**src/pkg/bgdd_defines.vh**
```
`ifndef BGDD_DEFINES_VH
`define BGDD_DEFINES_VH

// ----------------------------------------------------------------------
// Clock and timing
// ----------------------------------------------------------------------
`define BGDD_CLK_NS 50
`define BGDD_ZCD_BLANK_NS 250
// Least time, so round up
`define BGDD_ZCD_BLANK_CYC \
    ((`BGDD_ZCD_BLANK_NS + `BGDD_CLK_NS - 1) / `BGDD_CLK_NS)
`define BGDD_NOV_CYC 2
`define BGDD_LS_TO_CYC 40

// ----------------------------------------------------------------------
// Register offsets
// ----------------------------------------------------------------------
`define BGDD_OFS_CTRL 8'h00
`define BGDD_OFS_STAT 8'h04
`define BGDD_OFS_IRQ_STAT 8'h08
`define BGDD_OFS_IRQ_MASK 8'h0c

// ----------------------------------------------------------------------
// Field positions and reset values
// ----------------------------------------------------------------------
`define BGDD_CTRL_DRV_EN 0
`define BGDD_CTRL_RESET 32'h00000001
`define BGDD_IRQ_OV 0
`define BGDD_IRQ_LOCKOUT 1
`define BGDD_IRQ_ZERO 2
`define BGDD_IRQ_TIMEOUT 3
`define BGDD_IRQ_W 4
`define BGDD_MASK_RESET 4'h0

// ----------------------------------------------------------------------
// Decoded modulation levels
// ----------------------------------------------------------------------
`define BGDD_LVL_LOW 2'h0
`define BGDD_LVL_MID 2'h1
`define BGDD_LVL_HIGH 2'h3

`endif

```
**src/logic/bgdd_gate_ctrl.v**
```verilog
// What this block does
// - Decoded high: low side off, zero-cross cleared, high after delay.
// - Decoded low: high side off, zero-cross cleared, low after delay.
// - Entering middle: high side off at once, low side after delay.
// - Middle: low side held high through blanking, zero-cross ignored.
// - After blanking, zero-cross detected drops the low side.
// - Middle with positive current: low side high, high side low.
// - Middle after zero current: both low until level changes.
// - Both gates low until supply passes start threshold, unless an overvoltage fault holds the low side high.
// - Above start threshold the decoded level governs the gates.
// - Supply under lower trip forces gates low until restart.
// - Early power-up switch-node overvoltage forces low side high.
// - Overvoltage fault latched, enable pulled low, cleared by reset.
// - Decoding only runs with supply armed and enable high.
// - Reset or lockout fault pulls the shared enable line low.
// - On rise wait for low side seen off, then delay, then high side.
// - Every change to low starts a timeout that forces the low side on.
`timescale 1ns/1ps
`default_nettype none
`include "bgdd_defines.vh"

module bgdd_gate_ctrl #(
    parameter TW = 16,
    parameter NOV_CYC = `BGDD_NOV_CYC,
    parameter BLANK_CYC = `BGDD_ZCD_BLANK_CYC,
    parameter LS_TO_CYC = `BGDD_LS_TO_CYC
) (
    input wire clock,
    input wire rst,
    input wire [1:0] pwm_code,
    input wire enable_in,
    output reg enable_out_reg,
    output reg enable_oe_reg,
    input wire supply_por_ok,
    input wire supply_start_ok,
    input wire supply_lockout,
    input wire switch_node_ov,
    input wire switch_node_low,
    input wire low_side_off_sense,
    input wire zero_cross_detect,
    output reg high_side_gate_cmd,
    output reg low_side_gate_cmd,
    output reg irq_reg,
    input wire psel,
    input wire penable,
    input wire pwrite,
    input wire [7:0] paddr,
    input wire [31:0] pwdata,
    output reg [31:0] prdata,
    output reg pready,
    output reg pslverr
);

// ----------------------------------------------------------------------
// States
// ----------------------------------------------------------------------
localparam [3:0] ST_OFF = 4'h0;
localparam [3:0] ST_HI_WAIT = 4'h1;
localparam [3:0] ST_HI_DLY = 4'h2;
localparam [3:0] ST_HI_ON = 4'h3;
localparam [3:0] ST_LO_DLY = 4'h4;
localparam [3:0] ST_LO_ON = 4'h5;
localparam [3:0] ST_MID_DLY = 4'h6;
localparam [3:0] ST_MID_BLANK = 4'h7;
localparam [3:0] ST_MID_WATCH = 4'h8;
localparam [3:0] ST_MID_ZERO = 4'h9;

localparam [TW-1:0] NOV_LOAD = NOV_CYC[TW-1:0];
localparam [TW-1:0] BLANK_LOAD = BLANK_CYC[TW-1:0];
localparam [TW-1:0] TO_LOAD = LS_TO_CYC[TW-1:0];

// Unused code 2'b10 falls through to middle
function [1:0] decode_level;
    input [1:0] code;
    begin
        case (code)
            2'b00: decode_level = `BGDD_LVL_LOW;
            2'b11: decode_level = `BGDD_LVL_HIGH;
            default: decode_level = `BGDD_LVL_MID;
        endcase
    end
endfunction

// Entry state for a freshly seen level
function [3:0] entry_state;
    input [1:0] lvl;
    begin
        case (lvl)
            `BGDD_LVL_HIGH: entry_state = ST_HI_WAIT;
            `BGDD_LVL_LOW: entry_state = ST_LO_DLY;
            default: entry_state = ST_MID_DLY;
        endcase
    end
endfunction

// ----------------------------------------------------------------------
// Registers and wires
// ----------------------------------------------------------------------
reg [3:0] state_reg;
reg [3:0] state_next;
reg [1:0] lvl_reg;
reg drv_en_reg;
reg [`BGDD_IRQ_W-1:0] irq_stat_reg;
reg [`BGDD_IRQ_W-1:0] irq_mask_reg;
reg [`BGDD_IRQ_W-1:0] irq_set;
reg hs_next;
reg ls_next;
reg nov_load;
reg blank_load;
reg to_load;
reg zero_event;
reg to_event;
wire [1:0] lvl;
wire lvl_change;
wire run;
wire armed;
wire ov_fault;
wire lockout_event;
wire ov_event;
wire dly_busy;
wire to_busy;
wire [TW-1:0] dly_count;
wire apb_access;
wire apb_wr;
wire ofs_ok;

assign lvl = decode_level(pwm_code);
assign lvl_change = (lvl != lvl_reg);
assign run = armed & enable_in & drv_en_reg & ~ov_fault;
assign dly_count = blank_load ? BLANK_LOAD : NOV_LOAD;

// ----------------------------------------------------------------------
// Supply supervision and timers
// ----------------------------------------------------------------------
bgdd_supply_mon u_supply (
    .clock(clock),
    .rst(rst),
    .supply_por_ok(supply_por_ok),
    .supply_start_ok(supply_start_ok),
    .supply_lockout(supply_lockout),
    .switch_node_ov(switch_node_ov),
    .armed_reg(armed),
    .ov_fault_reg(ov_fault),
    .lockout_event(lockout_event),
    .ov_event(ov_event)
);

// One timer serves both non-overlap and blanking; they never overlap
bgdd_timer #(
    .W(TW)
) u_dly (
    .clock(clock),
    .rst(rst),
    .load(nov_load | blank_load),
    .count(dly_count),
    .busy(dly_busy)
);

bgdd_timer #(
    .W(TW)
) u_to (
    .clock(clock),
    .rst(rst),
    .load(to_load),
    .count(TO_LOAD),
    .busy(to_busy)
);

// ----------------------------------------------------------------------
// Gate sequencer
// ----------------------------------------------------------------------
always @* begin
    state_next = state_reg;
    nov_load = 1'b0;
    blank_load = 1'b0;
    to_load = 1'b0;
    zero_event = 1'b0;
    to_event = 1'b0;
    if (~run) begin
        state_next = ST_OFF;
    end else if (state_reg == ST_OFF || lvl_change) begin
        // Any level change restarts the sequence from its entry
        state_next = entry_state(lvl);
        if (lvl == `BGDD_LVL_LOW) begin
            nov_load = 1'b1;
            to_load = 1'b1;
        end else if (lvl != `BGDD_LVL_HIGH) begin
            nov_load = 1'b1;
        end
    end else begin
        case (state_reg)
            ST_HI_WAIT: begin
                if (low_side_off_sense) begin
                    state_next = ST_HI_DLY;
                    nov_load = 1'b1;
                end
            end
            ST_HI_DLY: begin
                if (~dly_busy) begin
                    state_next = ST_HI_ON;
                end
            end
            ST_LO_DLY: begin
                if (~dly_busy && switch_node_low) begin
                    state_next = ST_LO_ON;
                end else if (~to_busy) begin
                    // Forces a crowbar if the high side is shorted
                    state_next = ST_LO_ON;
                    to_event = 1'b1;
                end
            end
            ST_MID_DLY: begin
                if (~dly_busy) begin
                    state_next = ST_MID_BLANK;
                    blank_load = 1'b1;
                end
            end
            ST_MID_BLANK: begin
                if (~dly_busy) begin
                    state_next = ST_MID_WATCH;
                end
            end
            ST_MID_WATCH: begin
                if (zero_cross_detect) begin
                    state_next = ST_MID_ZERO;
                    zero_event = 1'b1;
                end
            end
            default: begin
                state_next = state_reg;
            end
        endcase
    end
end

// Gate levels follow the next state so outputs come from flip-flops
always @* begin
    hs_next = 1'b0;
    ls_next = 1'b0;
    case (state_next)
        ST_HI_ON: hs_next = 1'b1;
        ST_LO_ON: ls_next = 1'b1;
        ST_MID_BLANK: ls_next = 1'b1;
        ST_MID_WATCH: ls_next = 1'b1;
        ST_MID_ZERO: ls_next = 1'b0;
        default: ls_next = 1'b0;
    endcase
    if (ov_fault) begin
        hs_next = 1'b0;
        ls_next = 1'b1;
    end else if (~armed) begin
        hs_next = 1'b0;
        ls_next = 1'b0;
    end
end

always @(posedge clock or posedge rst) begin
    if (rst) begin
        state_reg <= ST_OFF;
        lvl_reg <= `BGDD_LVL_MID;
        high_side_gate_cmd <= 1'b0;
        low_side_gate_cmd <= 1'b0;
        enable_out_reg <= 1'b0;
        enable_oe_reg <= 1'b1;
    end else begin
        state_reg <= state_next;
        lvl_reg <= lvl;
        high_side_gate_cmd <= hs_next;
        low_side_gate_cmd <= ls_next;
        enable_out_reg <= 1'b0;
        // Pulled low while not armed (before start or after lockout) or on latched fault, released otherwise
        enable_oe_reg <= ~armed | ov_fault;
    end
end

// ----------------------------------------------------------------------
// Register access
// ----------------------------------------------------------------------
assign apb_access = psel & penable & pready;
assign apb_wr = apb_access & pwrite & ~pslverr;
assign ofs_ok = (paddr == `BGDD_OFS_CTRL) ||
                (paddr == `BGDD_OFS_STAT) ||
                (paddr == `BGDD_OFS_IRQ_STAT) ||
                (paddr == `BGDD_OFS_IRQ_MASK);

always @* begin
    irq_set = {`BGDD_IRQ_W{1'b0}};
    irq_set[`BGDD_IRQ_OV] = ov_event;
    irq_set[`BGDD_IRQ_LOCKOUT] = lockout_event;
    irq_set[`BGDD_IRQ_ZERO] = zero_event;
    irq_set[`BGDD_IRQ_TIMEOUT] = to_event;
end

// Answer is registered in setup, so every access has no wait state
always @(posedge clock or posedge rst) begin
    if (rst) begin
        pready <= 1'b0;
        pslverr <= 1'b0;
        prdata <= 32'h00000000;
    end else begin
        pready <= psel & ~penable;
        pslverr <= psel & ~penable & ~ofs_ok;
        prdata <= 32'h00000000;
        if (psel & ~penable & ~pwrite) begin
            case (paddr)
                `BGDD_OFS_CTRL: prdata <= {31'h0, drv_en_reg};
                `BGDD_OFS_STAT: prdata <= {20'h00000, state_reg,
                    lvl_reg, enable_in, run, ov_fault, armed,
                    low_side_gate_cmd, high_side_gate_cmd};
                `BGDD_OFS_IRQ_STAT: prdata <= {28'h0000000, irq_stat_reg};
                `BGDD_OFS_IRQ_MASK: prdata <= {28'h0000000, irq_mask_reg};
                default: prdata <= 32'h00000000;
            endcase
        end
    end
end

always @(posedge clock or posedge rst) begin
    if (rst) begin
        drv_en_reg <= 1'b1;
        irq_mask_reg <= `BGDD_MASK_RESET;
        irq_stat_reg <= {`BGDD_IRQ_W{1'b0}};
        irq_reg <= 1'b0;
    end else begin
        if (apb_wr && paddr == `BGDD_OFS_CTRL) begin
            drv_en_reg <= pwdata[`BGDD_CTRL_DRV_EN];
        end
        if (apb_wr && paddr == `BGDD_OFS_IRQ_MASK) begin
            irq_mask_reg <= pwdata[`BGDD_IRQ_W-1:0];
        end
        // Write-one-to-clear; a new event in the same cycle survives
        if (apb_wr && paddr == `BGDD_OFS_IRQ_STAT) begin
            irq_stat_reg <= (irq_stat_reg & ~pwdata[`BGDD_IRQ_W-1:0]) |
                            irq_set;
        end else begin
            irq_stat_reg <= irq_stat_reg | irq_set;
        end
        irq_reg <= |((irq_stat_reg | irq_set) & irq_mask_reg);
    end
end

endmodule
`default_nettype wire

```
**src/logic/bgdd_timer.v**
```verilog
`timescale 1ns/1ps
`default_nettype none

module bgdd_timer #(
    parameter W = 16
) (
    input wire clock,
    input wire rst,
    input wire load,
    input wire [W-1:0] count,
    output wire busy
);

reg [W-1:0] cnt_reg;

// Reload wins over counting so every transition restarts the interval
always @(posedge clock or posedge rst) begin
    if (rst) begin
        cnt_reg <= {W{1'b0}};
    end else if (load) begin
        cnt_reg <= count;
    end else if (cnt_reg != {W{1'b0}}) begin
        cnt_reg <= cnt_reg - {{(W-1){1'b0}}, 1'b1};
    end
end

assign busy = (cnt_reg != {W{1'b0}});

endmodule
`default_nettype wire

```
**src/logic/bgdd_supply_mon.v**
```verilog
`timescale 1ns/1ps
`default_nettype none

module bgdd_supply_mon (
    input wire clock,
    input wire rst,
    input wire supply_por_ok,
    input wire supply_start_ok,
    input wire supply_lockout,
    input wire switch_node_ov,
    output reg armed_reg,
    output reg ov_fault_reg,
    output wire lockout_event,
    output wire ov_event
);

reg started_reg;
wire ov_set;

// Overvoltage check only in the window between reset level and first start
assign ov_set = supply_por_ok & ~started_reg & switch_node_ov;
assign ov_event = ov_set & ~ov_fault_reg;
assign lockout_event = armed_reg & (supply_lockout | ~supply_por_ok);

always @(posedge clock or posedge rst) begin
    if (rst) begin
        armed_reg <= 1'b0;
        started_reg <= 1'b0;
        ov_fault_reg <= 1'b0;
    end else begin
        // Hysteresis: arm above start, disarm at the lower trip or under the reset level
        if (supply_lockout | ~supply_por_ok) begin
            armed_reg <= 1'b0;
        end else if (supply_start_ok) begin
            armed_reg <= 1'b1;
        end
        if (~supply_por_ok) begin
            started_reg <= 1'b0;
        end else if (supply_start_ok) begin
            started_reg <= 1'b1;
        end
        // Latched until the supply drops under the reset level
        if (~supply_por_ok) begin
            ov_fault_reg <= 1'b0;
        end else if (ov_set) begin
            ov_fault_reg <= 1'b1;
        end
    end
end

endmodule
`default_nettype wire

```
**config.mk**
```make
export PLATFORM = sky130hd
export DESIGN_NAME = bgdd_gate_ctrl
export DESIGN_NICKNAME = d
export VERILOG_FILES = /design/src/logic/bgdd_gate_ctrl.v /design/src/logic/bgdd_timer.v /design/src/logic/bgdd_supply_mon.v
export VERILOG_INCLUDE_DIRS = /design/src /design/src/pkg
export SDC_FILE = /design/constraint.sdc
export NUM_CORES = 1
export LEC_CHECK = 0
export BUFFER_PORTS_ARGS = -buffer_cell sky130_fd_sc_hd__buf_4
export CAP_MARGIN = 20
export CORE_AREA = 5 5 91 93
export CTS_BUF_LIST = sky130_fd_sc_hd__clkbuf_16
export CTS_CLUSTER_SIZE = 20
export DETAILED_ROUTE_END_ITERATION = 7
export DIE_AREA = 0 0 96 98
export HOLD_SLACK_MARGIN = 0.05
export PLACE_DENSITY = 0.73
export SYNTH_ARGS = -nofsm -noshare
export SYNTH_HDL_FRONTEND = slang
export SYNTH_SLANG_ARGS = --single-unit
```
**constraint.sdc**
```tcl
create_clock -name clock -period 2.3 [get_ports clock]
set_input_delay 0.46 -clock clock [delete_from_list [all_inputs] [get_ports clock]]
set_output_delay 0.46 -clock clock [all_outputs]
set_load 0.05 [all_outputs]
```
Word-level counts from Yosys, hierarchy flattened
Index checks and enable logic that the tools add are counted.
{"block": "classes", "addsub": 2, "eq_ne": 19, "n_mux": 53, "bitwise_logic": 31, "n_reduce_logical": 19}
{"op": "$mux 16", "count": 4}
{"op": "$pmux 12 s4", "count": 1}
{"op": "$mux 4", "count": 10}
{"op": "$mux 1", "count": 33}
{"op": "$reduce_bool 16->1", "count": 2}
{"op": "$sub 16x1->16 const B", "count": 2}
{"op": "$pmux 4 s6", "count": 1}
{"op": "$eq 4x3->1 const B", "count": 5}
{"op": "$eq 8x4->1 const B", "count": 2}
{"op": "$and 1x1->1", "count": 14}
{"op": "$mux 12", "count": 1}
{"op": "$not 1->1", "count": 9}
{"op": "$and 4x4->4", "count": 2}
{"op": "$eq 4x2->1 const B", "count": 2}
{"op": "$eq 4x4->1 const B", "count": 2}
{"op": "$eq 8x3->1 const B", "count": 1}
{"op": "$logic_not 8->1", "count": 1}
{"op": "$or 4x4->4", "count": 2}
{"op": "$pmux 3 s2", "count": 1}
{"op": "$reduce_bool 2->1", "count": 3}
{"op": "$eq 2x2->1 const B", "count": 2}
{"op": "$eq 4x1->1 const B", "count": 1}
{"op": "$logic_and 1x1->1", "count": 4}
{"op": "$logic_not 2->1", "count": 2}
{"op": "11 further kinds", "count": 17}
{"block": "totals", "ff_bits": 88, "input_bits": 55, "out_inout_bits": 39, "elab_cells": 141}

Logic depth before layout (Yosys ltp)
Gate-level depths: netlist (run 1).
{"block": "logic_depth", "ltp_word": 12, "mapped_depth": 9, "mapped_depth_nobuf": 8}

Hierarchy
From an unflattened synthesis (run 1), not the netlist that was laid out.
{"block": "hier_totals", "cells_unflattened": 410, "area_unflattened_um2": 3945.0}
{"module": "bgdd_gate_ctrl", "instances": 1, "cells_each": 184, "area_each_um2": 1826.8, "seq_area_each_um2": 829.5}
{"module": "bgdd_timer at u_to", "instances": 1, "cells_each": 112, "area_each_um2": 1008.5, "seq_area_each_um2": 400.4}
{"module": "bgdd_timer at u_dly", "instances": 1, "cells_each": 102, "area_each_um2": 978.4, "seq_area_each_um2": 400.4}
{"module": "bgdd_supply_mon", "instances": 1, "cells_each": 12, "area_each_um2": 131.4, "seq_area_each_um2": 75.1}

Worst setup path before layout (run 1)
No wires, ideal clock.
{"block": "synth_timing", "kind": "in2reg", "startpoint": "input pwm_code[0]", "endpoint": "register low_side_gate_cmd", "setup_time_ns": 0.125, "arrival_ns": 2.034, "required_ns": 2.175, "setup_slack_ns": 0.140, "path_stages": 6, "n_path_buf": 0, "cell_sequence": "ha_1 -> xor2_1 -> a211oi_2 -> nand3_1 -> o41ai_4 -> mux2_4"}
{"block": "synth_between", "elab_chain_cells": 11, "word_cells_on_any_way": 17, "cone_classes": "eq/ne (6); mux (7); reduce/logical (4)"}
{"element": "from (decl)", "line": "bgdd_gate_ctrl.v:30", "source": "input wire [1:0] pwm_code,"}
{"element": "$eq 2x2->1 / $logic_not 2->1 (equally long branches)", "line": "bgdd_gate_ctrl.v:76", "source": "case (code)"}
{"element": "$pmux 2 s2 *", "line": "bgdd_gate_ctrl.v:76"}
{"element": "$eq 2x2->1 (tied with other cells)", "line": "bgdd_gate_ctrl.v:88", "source": "case (lvl)"}
{"element": "$pmux 3 s2 / $logic_or 1x1->1 (equally long branches)", "line": "bgdd_gate_ctrl.v:88, bgdd_gate_ctrl.v:181"}
{"element": "$mux 4 *", "line": "bgdd_gate_ctrl.v:181", "source": "end else if (state_reg == ST_OFF || lvl_change) begin"}
{"element": "$mux 4 *", "line": "bgdd_gate_ctrl.v:179", "source": "if (~run) begin"}
{"element": "$eq 4x4->1 / $eq 4x3->1 (equally long branches)", "line": "bgdd_gate_ctrl.v:240", "source": "case (state_next)"}
{"element": "$reduce_or 3->1 (no source line) *"}
{"element": "$mux 1 *", "line": "bgdd_gate_ctrl.v:240"}
{"element": "$mux 1 *", "line": "bgdd_gate_ctrl.v:251", "source": "end else if (~armed) begin"}
{"element": "$mux 1 *", "line": "bgdd_gate_ctrl.v:248", "source": "if (ov_fault) begin"}
{"element": "net ls_next", "line": "bgdd_gate_ctrl.v:107", "source": "reg ls_next;"}
{"element": "to (signal assigned)", "line": "bgdd_gate_ctrl.v:269", "source": "low_side_gate_cmd <= ls_next;"}
{"element": "to (decl)", "line": "bgdd_gate_ctrl.v:42", "source": "output reg low_side_gate_cmd,"}
Mark *: on every way through the listed nets, which the timed path passes. The rest lies on a longest branch.
A chain may end at the register's enable or synchronous reset.

Worst setup path in the final report (run 1)
{"block": "layout_timing", "startpoint": "register u_dly.cnt_reg[2]", "endpoint": "register low_side_gate_cmd"}
{"block": "layout_between", "elab_chain_cells": 12, "word_cells_on_any_way": 17, "cone_classes": "eq/ne (3); mux (10); bitwise (1); reduce/logical (3)"}
{"element": "from (decl)", "line": "bgdd_timer.v:14", "source": "reg [W-1:0] cnt_reg;"}
{"element": "from (signal assigned)", "line": "bgdd_timer.v:19", "source": "cnt_reg <= {W{1'b0}};"}
{"element": "from (signal assigned)", "line": "bgdd_timer.v:21", "source": "cnt_reg <= count;"}
{"element": "from (signal assigned)", "line": "bgdd_timer.v:23", "source": "cnt_reg <= cnt_reg - {{(W-1){1'b0}}, 1'b1};"}
{"element": "$reduce_bool 16->1 *", "line": "bgdd_timer.v:27", "source": "assign busy = (cnt_reg != {W{1'b0}});"}
{"element": "$not 1->1"}
{"element": "$logic_and 1x1->1", "line": "bgdd_gate_ctrl.v:204", "source": "if (~dly_busy && switch_node_low) begin"}
{"element": "$mux 4", "line": "bgdd_gate_ctrl.v:204"}
{"element": "$pmux 4 s6 *", "line": "bgdd_gate_ctrl.v:191", "source": "case (state_reg)"}
{"element": "$mux 4 *", "line": "bgdd_gate_ctrl.v:181"}
{"element": "$mux 4 *", "line": "bgdd_gate_ctrl.v:179"}
{"element": "$eq 4x4->1 / $eq 4x3->1 (equally long branches)", "line": "bgdd_gate_ctrl.v:240"}
{"element": "$reduce_or 3->1 (no source line) *"}
{"element": "$mux 1 *", "line": "bgdd_gate_ctrl.v:240"}
{"element": "$mux 1 *", "line": "bgdd_gate_ctrl.v:251"}
{"element": "$mux 1 *", "line": "bgdd_gate_ctrl.v:248"}
{"element": "net ls_next", "line": "bgdd_gate_ctrl.v:107"}
Marked as above.

==> out/results.tsv, run 1 <==
metric	value	unit
Ys Warns	0	
Final #Nets	483	
clock buffer depth	2	
# setup viols final	0	
CP max FO	5	
num rows	32	
final wirelength	7441	um
CP endpoint kind	register	
WS Path Type	reg2reg	
Clk pwr share	44.0	%
RSZ-0062 raised after global routing	no	
Core Util, Final	58.72	%
startpoint type of the worst setup path	register	
maximum number of pins on one net before global-route repair	37	
Synth Instances	355	
xor and xnor area share after synthesis	6.127	%
largest family of logic cells by synthesized area	simple AND/OR/NAND/NOR gates	
Core Region	0.007447	mm2
max cap viols	0	
Total Routing Usage GR	17.13	%
port buffer count	44	
vias per cell	5.080	
Num Clock Sinks	68	
Final min period	2.196	ns
Synth Area in Adders	2.801	%
register area share after synthesis	47.72	%
Pleak	1.906	nW
Area after DPL	0.004066	mm2
Area Overhead vs Synth	22.37	%
cts bufs inserted	9	
n_diodes	0	
first-pass GRT wire length	12720	um
Psw	0.7753	mW
DRT iter0 DRCs	120	
Via Count	2677	
Die Area	0.009408	mm2
Register-to-Register Path Depth	6	
share of cells above drive strength 1	26.59	%
P_int	2.223	mW
combinational share of power	11.0	%
Yosys reg bits	68	
power after layout	2.999	mW
Fin. Hold Viols	0	
worst skew pair latency	0.32	ns
Inst Count DP	511	
crit share post-route	95.50	%
Data required, critical path	2.50	ns
routability congestion estimate from global placement	0.9200	
Die Span Y	98	um
Hold WS	0.08393	ns
final-layout fill cell count	652	
CTS tree	done	
post-synth cell types	60	
vias in the first global route	2656	
ys async rst share	100.0	%
Synth Area in Simple Gates	23.35	%
switch share	25.86	%
die extent in x	96	um
WP data arrival	2.40	ns
dpl hpwl	5569	um
Cell Pwr Density	685.7	mW/mm2
Layout Cells excl Fill	527	
Synth Flop Type	dfrtp_1	
Routed wire per std cell	14.12	um
setup bufs post-CTS	0	
HP Class	in2async	
ANT nets after route	0	
multiplexer share of the synthesized area	3.571	%
Avg Inst Size Synth	10.07	um2
initial antenna violation count	0	
Max VDD drop	0.4926	mV
Starting Density	47.98	%
compound-gate portion of the synthesized area	9.489	%
cell area after layout	0.004373	mm2
worst reg2reg path startpoint	u_dly.cnt_reg[2]	
r2r endpoint	low_side_gate_cmd	
Clock Skew	0.004245	ns
io pins	94	
status	completed	
Achievable Freq	455.3	MHz
Worst R2R Setup Slack	0.10	ns
Max Slew Vio Count	0	
EDFF count, synth	0	
# DRC	0	
DR pass1 iterations	4	
htree depth	3	
CTS root buf	clkbuf_16	
global route overflow	0	
Reg power frac	45.0	%
Post-Syn Area	0.003573	mm2
Reg clk slew, reported paths	0.05	ns
## cells by family after synthesis
family / Yosys count
compound gates: 47
other cells: 1
mux: 10
buf+inv: 42
fa+ha+maj: 8
xor+xnor: 25
flops: 68
simple gates: 154
## final cells by class
cell class                 count  area (um2)  share of cell area (%)
clock buffer                   9       225.2                   5.150
clock inverter                 7       67.56                   1.545
inverter                      13       48.80                   1.116
multi-input combinational    265        1713                   39.17
sequential                    68        1705                   39.00
tap                          102       127.6                   2.918
timing repair buffer          63       485.5                   11.10
## per-layer routing
layer	global-route usage (%)	vias up	part of all wire, %
met4	6.346	0	1.5
met2	26.13	59	48
met3	2.773	8	3.9
met1	24.44	1304	47
met5	0	-	0
li1	-	1306	-
## layout by cell type, fill, tap and decap left out, types with 3 or more instances in the layout
cell / n
nand2_1: 22
o21ai_0: 14
mux2_2: 8
nand3_1: 10
or3_1: 6
dfrtp_1: 65
a21o_1: 4
clkbuf_16: 9
or2_2: 3
buf_4: 62
nor4_1: 6
nand4_1: 5
xor2_1: 13
nor2b_1: 7
and2_1: 8
xnor2_1: 12
nand2b_1: 7
ha_1: 8
nor3_1: 7
conb_1: 21
nor2_1: 50
clkinv_2: 3
inv_1: 12
a21oi_1: 6
dfstp_2: 3
a22oi_1: 3
clkinvlp_4: 3
## critical path: stages, from the launching register on
cell and delay (ns):
dfrtp_1 0.41, nor4_1 0.44, nand4_2 0.25, nand2_2 0.13
a21oi_2 0.07, o41ai_4 0.44, mux2_4 0.34
## synth_stat cells, types with 7 or more instances
master / number / area (um2)
dfrtp_1: 65 / 1627
nor2_1: 50 / 187.7
nand2_1: 22 / 82.58
buf_4: 21 / 157.7
o21ai_0: 14 / 70.07
inv_1: 13 / 48.80
xor2_1: 13 / 113.9
xnor2_1: 12 / 105.1
nand3_1: 10 / 50.05
and2_1: 8 / 50.05
ha_1: 8 / 100.1
mux2_2: 8 / 90.09
clkbuf_1: 7 / 26.28
nand2b_1: 7 / 43.79
nor2b_1: 7 / 43.79
nor3_1: 7 / 35.03
## worst max-delay path by stage
| stage | to | slack, ns | start |
|---|---|---|---|
| after global routing | high_side_gate_cmd | 0.005 | u_dly.cnt_reg[2] |
| final | low_side_gate_cmd | 0.10 | u_dly.cnt_reg[2] |
| after detailed placement | low_side_gate_cmd | -0.04 | pwm_code[0] |
| after global placement | low_side_gate_cmd | -0.02 | pwm_code[0] |
| after CTS | low_side_gate_cmd | 0.03 | u_dly.cnt_reg[1] |
| after floorplan | high_side_gate_cmd | 0.13 | rst |
## power groups by stage
stage,logic (mW),registers (mW),clock network [mW]
final,0.329,1.35,1.32
after global routing,0.360,1.36,1.40
after CTS,0.330,1.34,1.34
after detailed placement,0.326,1.36,0
after global placement,0.319,1.35,0
after floorplan,0.234,1.36,0
## timing repair
| item | CTS | global route |
|---|---|---|
| hold buffers | 0 | 0 |
| resized for setup | 0 | 2 |
| endpoints found under the setup margin | 0 | 15 |
| hold endpoints to repair | 0 | 0 |
## per-stage QoR
step | TNS (ns) | setup WS, ns
after detailed placement | -0.04392 | -0.04392
after CTS | 0 | 0.02706
after global placement | -0.02366 | -0.02366
final | 0 | 0.1035
after global routing | 0 | 0.004802
after floorplan | 0 | 0.1335
No activity file was read; power rests on OpenSTA's default activity.
==> inputs of run 2 (changes only) <==
--- a/config.mk
+++ b/config.mk
@@ -8,13 +8,14 @@
 export LEC_CHECK = 0
 export BUFFER_PORTS_ARGS = -buffer_cell sky130_fd_sc_hd__buf_4
 export CAP_MARGIN = 20
-export CORE_AREA = 5 5 91 93
+export CORE_AREA = 5 5 82 103
 export CTS_BUF_LIST = sky130_fd_sc_hd__clkbuf_16
 export CTS_CLUSTER_SIZE = 20
 export DETAILED_ROUTE_END_ITERATION = 7
-export DIE_AREA = 0 0 96 98
+export DIE_AREA = 0 0 87 108
 export HOLD_SLACK_MARGIN = 0.05
 export PLACE_DENSITY = 0.73
+export REMOVE_ABC_BUFFERS = 1
 export SYNTH_ARGS = -nofsm -noshare
 export SYNTH_HDL_FRONTEND = slang
 export SYNTH_SLANG_ARGS = --single-unit
==> out/results.tsv, run 2 (synthesized netlist as in run 1, its figures left out) <==
metric	value	unit	change
status	completed		
startpoint type of the worst setup path	register		
cts bufs inserted	9		unchanged
Total Routing Usage GR	17.05	%	-0.074 points
DR pass1 iterations	5		+1
worst skew pair latency	0.33	ns	about the same
port buffer count	44		unchanged
crit path max-delay cell type	or4_1		
CP endpoint kind	register		
final-layout fill cell count	627		-3.8%
CP delay by family, top	simple AND/OR/NAND/NOR gates		
Reg clk slew, reported paths	0.05	ns	about the same
crit share post-route	93.43	%	-2.1 points
Starting Density	48.86	%	+0.88 points
RSZ-0062 raised after global routing	no		
switch share	26.50	%	+0.65 points
CP bufs+invs	1		+1
Inst Count DP	504		-1.4%
CP max FO	4		-1
Register Area	0.001705	mm2	unchanged
WP data arrival	2.35	ns	-0.05 ns
Core Util, Final	59.61	%	+0.89 points
CTS tree	done		
Clk pwr share	41.5	%	-2.5 points
vias in the first global route	2692		+1.4%
Max VDD drop	0.5116	mV	+3.9%
setup_tns	0	ns	unchanged
routability congestion estimate from global placement	0.8602		-6.5%
num rows	35		+9.4%
# DRC	0		unchanged
Final min period	2.149	ns	-0.04759 ns
clock buffer depth	2		unchanged
Die Span Y	108	um	+10%
die extent in x	87	um	-9.4%
Area after DPL	0.004076	mm2	+0.25%
most frequent cells in the layout	dfrtp_1, buf_4, nor2_1		
HP Class	in2async		
combinational share of power	12.3	%	+1.3 points
dpl hpwl	5544	um	-0.45%
setup bufs post-CTS	0		unchanged
Core Region	0.007313	mm2	-1.8%
final wirelength	7358	um	-1.1%
Layout Cells excl Fill	520		-1.3%
io pins	94		unchanged
Achievable Freq	465.4	MHz	+2.2%
Area Overhead vs Synth	21.99	%	
Multi-input gate area	0.001722	mm2	+0.51%
Pleak	1.916	nW	+0.54%
global route overflow	0		unchanged
first-pass GRT wire length	12670	um	-0.43%
Psw	0.7636	mW	-1.5%
Num Clock Sinks	68		unchanged
# setup viols final	0		unchanged
Max Slew Vio Count	0		unchanged
Routed wire per std cell	14.15	um	+0.22%
DRT iter0 DRCs	129		+7.5%
ANT nets after route	0		unchanged
Cell Pwr Density	660.9	mW/mm2	-3.6%
Die Area	0.009396	mm2	-0.13%
vias per cell	5.169		+1.8%
hold buffers post-CTS	0		unchanged
WS Path Type	reg2reg		
maximum number of pins on one net before global-route repair	58		+57%
Via Count	2688		+0.41%
htree depth	3		unchanged
Final #Nets	486		+0.62%
share of cells above drive strength 1	27.34	%	+0.75 points
max cap viols	0		unchanged
P_int	2.117	mW	-4.8%
Fin. Hold Viols	0		unchanged
CTS resizes	0		unchanged
CTS root buf	clkbuf_16		
worst stage delay on the critical path	0.57	ns	+0.13 ns
n_diodes	0		unchanged
Data required, critical path	2.50	ns	about the same
Clock Skew	0.005000	ns	+0.0007548 ns
initial antenna violation count	0		unchanged
cell area after layout	0.004359	mm2	-0.31%
CP Cell Sequence	buf_4 -> or4_1 -> nor3_2 -> nand2_1 -> or3_1 -> xor2_1 -> nor2_1		
Reg power frac	46.2	%	+1.2 points
-- run 2: cell types whose count changed in the layout (fill, tap and decap cells not counted) --
cell        previous run  this run
clkinvlp_4             3         1
nor3_1                 7         6
bufinv_16              1         0
buf_4                 62        65
nor4_1                 6         5
nor3_2                 1         2
nor4_4                 2         1
nor4_2                 0         2
clkinv_1               0         1
inv_1                 12        13
nor4b_2                0         1
nor4b_1                1         0
clkinv_2               3         4
-- run 2: power by group through the flow --
stage,Combinational [mW],Clock (mW),Sequential (mW)
after floorplan,0.203,0,1.36
after global placement,0.347,0,1.34
after detailed placement,0.354,0,1.35
after CTS,0.356,1.22,1.33
after global routing,0.392,1.28,1.34
final,0.354,1.20,1.33
-- run 2: cell type report --
class / instances / area share, %
inverter: 13 / 1.119
timing repair buffer: 66 / 11.65
tap: 92 / 2.641
multi-input combinational: 265 / 39.49
clock buffer: 9 / 5.166
clock inverter: 7 / 0.8037
sequential: 68 / 39.12
-- run 2: per-stage QoR --
| step | hold WS, ns | setup WS (ns) | total power [mW] |
|---|---|---|---|
| 5_1_grt | 0.09927 | 0.02583 | 3.017 |
| 3_5_place_dp | 0.4320 | 0.03099 | 1.703 |
| 2_1_floorplan | 0.4613 | 0.1335 | 1.567 |
| 4_1_cts | 0.08130 | 0.01081 | 2.906 |
| 3_3_place_gp | 0.4251 | 0.05636 | 1.691 |
| 6_report | 0.07603 | 0.1511 | 2.881 |
-- run 2: layer usage --
metal  track usage, %  wire length [um]  vias to the layer above
li1                 -                 -                     1325
met1            22.83              3296                     1299
met2            26.93              3646                       58
met3            4.192               308                        6
met4            5.791               107                        0
met5                0                 0                        -
-- run 2: path summary, 6_finish.rpt --
check	start	endpoint	slack, ns	depth (start not counted)
min	rst	prdata[7]	0.08	2
min in group clock	supply_start_ok	u_supply.started_reg	0.35	2
min reg2reg	u_supply.armed_reg	enable_oe_reg	0.48	1
max reg2reg	u_dly.cnt_reg[4]	u_dly.cnt_reg[15]	0.15	7
max in group asynchronous	rst	drv_en_reg	1.60	3
max	u_dly.cnt_reg[4]	u_dly.cnt_reg[15]	0.15	7
==> inputs of run 3 (changes only) <==
--- a/config.mk
+++ b/config.mk
@@ -15,7 +15,6 @@
 export DIE_AREA = 0 0 87 108
 export HOLD_SLACK_MARGIN = 0.05
 export PLACE_DENSITY = 0.73
-export REMOVE_ABC_BUFFERS = 1
 export SYNTH_ARGS = -nofsm -noshare
 export SYNTH_HDL_FRONTEND = slang
 export SYNTH_SLANG_ARGS = --single-unit
==> out/results.tsv, run 3 (synthesized netlist as in run 1, its figures left out) <==
metric	value	unit	change
ANT nets after route	0		unchanged
n_diodes	0		unchanged
# setup viols final	0		unchanged
Core Region	0.007313	mm2	unchanged
setup bufs post-CTS	0		unchanged
Max VDD drop	0.3948	mV	-23%
most frequent cells in the layout	dfrtp_1, buf_4, nor2_1		
final wirelength	7396	um	+0.52%
Core Util, Final	58.99	%	-0.62 points
Data required, critical path	2.51	ns	about the same
Max Slew Vio Count	0		unchanged
Routed wire per std cell	14.39	um	+1.7%
Pleak	1.900	nW	-0.87%
initial antenna violation count	0		unchanged
Cell Pwr Density	681.5	mW/mm2	+3.1%
HP Class	in2async		
Via Count	2705		+0.63%
vias per cell	5.263		+1.8%
CP Cell Sequence	nor4_2 -> nand4_2 -> nand2_2 -> a21oi_2 -> o41ai_4 -> mux2_4		
Levels on crit path	6		-1
crit path max-delay cell type	o41ai_4		
worst skew pair latency	0.33	ns	about the same
Reg clk slew, reported paths	0.06	ns	about the same
num rows	35		unchanged
dpl hpwl	5330	um	-3.9%
Final #Nets	480		-1.2%
CP max FO	5		+1
die extent in x	87	um	unchanged
routability congestion estimate from global placement	0.9051		+5.2%
GR peak layer	met2		
worst stage delay on the critical path	0.44	ns	-0.13 ns
io pins	94		unchanged
maximum number of pins on one net before global-route repair	47		-19%
Fin. Hold Viols	0		unchanged
Starting Density	48.86	%	unchanged
max cap viols	0		unchanged
Least-Margin Pin Slew	0.5138	ns	
startpoint type of the worst setup path	register		
DR pass1 iterations	5		unchanged
Area Overhead vs Synth	20.73	%	
WP data arrival	2.41	ns	+0.06 ns
CP bufs+invs	0		-1
Clock Skew	0.009857	ns	+0.004857 ns
htree depth	3		unchanged
# DRC	0		unchanged
worst reg2reg path startpoint	u_dly.cnt_reg[5]		
Slew Limit Headroom	65.70	%	
global route overflow	0		unchanged
crit path launch	u_dly.cnt_reg[5]		
clock buffer depth	2		unchanged
r2r endpoint	low_side_gate_cmd		
setup_tns	0	ns	unchanged
DRT iter0 DRCs	270		+110%
CP delay by family, top	simple AND/OR/NAND/NOR gates		
Critical Path Sink	low_side_gate_cmd		
Achievable Freq	454.4	MHz	-2.3%
status	completed		
most common cell after layout, fill and taps aside	dfrtp_1		
crit share post-route	95.68	%	+2.2 points
Num Clock Sinks	68		unchanged
WS Path Type	reg2reg		
share of cells above drive strength 1	24.64	%	-2.7 points
Register-to-Register Path Depth	6		-1
Final min period	2.201	ns	+0.05166 ns
vias in the first global route	2564		-4.8%
Die Span Y	108	um	unchanged
Die Area	0.009396	mm2	unchanged
CP endpoint kind	register		
CTS tree	done		
GR Layer Usage met2	25.95	%	-0.98 points
CTS root buf	clkbuf_16		
first-pass GRT wire length	12010	um	-5.2%
RSZ-0062 raised after global routing	no		
met3 Use GR	3.201	%	-0.99 points
hold buffers post-CTS	0		unchanged
cts bufs inserted	9		unchanged
met1 usage	20.72	%	-2.1 points
port buffer count	44		unchanged
Worst R2R Setup Slack	0.1	ns	-0.05 ns
Total Routing Usage GR	16.12	%	-0.94 points
## run 3: how the worst min path moves through the flow
| stage | start | to | slack [ns] | depth (start not counted) |
|---|---|---|---|---|
| after floorplan | irq_stat_reg[0] | irq_stat_reg[0] | 0.46 | 1 |
| after global placement | u_supply.started_reg | u_supply.started_reg | 0.47 | 1 |
| after detailed placement | u_supply.started_reg | u_supply.started_reg | 0.48 | 1 |
| after CTS | rst | u_dly.cnt_reg[14] | 0.19 | 2 |
| after global routing | rst | u_dly.cnt_reg[15] | 0.23 | 2 |
| final | rst | u_dly.cnt_reg[12] | 0.17 | 2 |
## run 3: power breakdown
| group | switching (mW) | internal (mW) | total, mW | leakage [nW] |
|---|---|---|---|---|
| clock | 0.460 | 0.815 | 1.27 | 0.146 |
| combinational | 0.204 | 0.122 | 0.326 | 0.971 |
| sequential | 0.0717 | 1.27 | 1.34 | 0.783 |
| total | 0.735 | 2.21 | 2.94 | 1.90 |
## run 3: layout make-up
class | count | area [um2]
fill | 627 | 2999
sequential | 68 | 1705
multi-input combinational | 265 | 1704
timing repair buffer | 60 | 462.9
clock buffer | 9 | 225.2
tap | 92 | 115.1
clock inverter | 7 | 52.55
inverter | 13 | 48.80
## run 3: per-stage QoR
stage	cells	power (mW)	worst slack [ns]	cell area (um2)	hold slack (ns)
6_report	514	2.940	0.09946	4314	0.1702
5_1_grt	514	3.069	0.001541	4314	0.2251
4_1_cts	514	2.962	0.07234	4309	0.1945
3_5_place_dp	498	1.683	0.03095	4031	0.4808
3_3_place_gp	498	1.672	0.05393	4031	0.4729
2_1_floorplan	375	1.598	0.1335	3649	0.4613
## run 3: routing by layer
metal,up-vias,wire (um)
li1,1306,-
met1,1298,3129
met2,85,3704
met3,16,408
met4,0,154
met5,-,0
## run 3: what timing repair did
item | in CTS | in global routing
endpoints found under the setup margin | 0 | 2
endpoints found under the hold margin | 0 | 0
resized for setup | 0 | 1
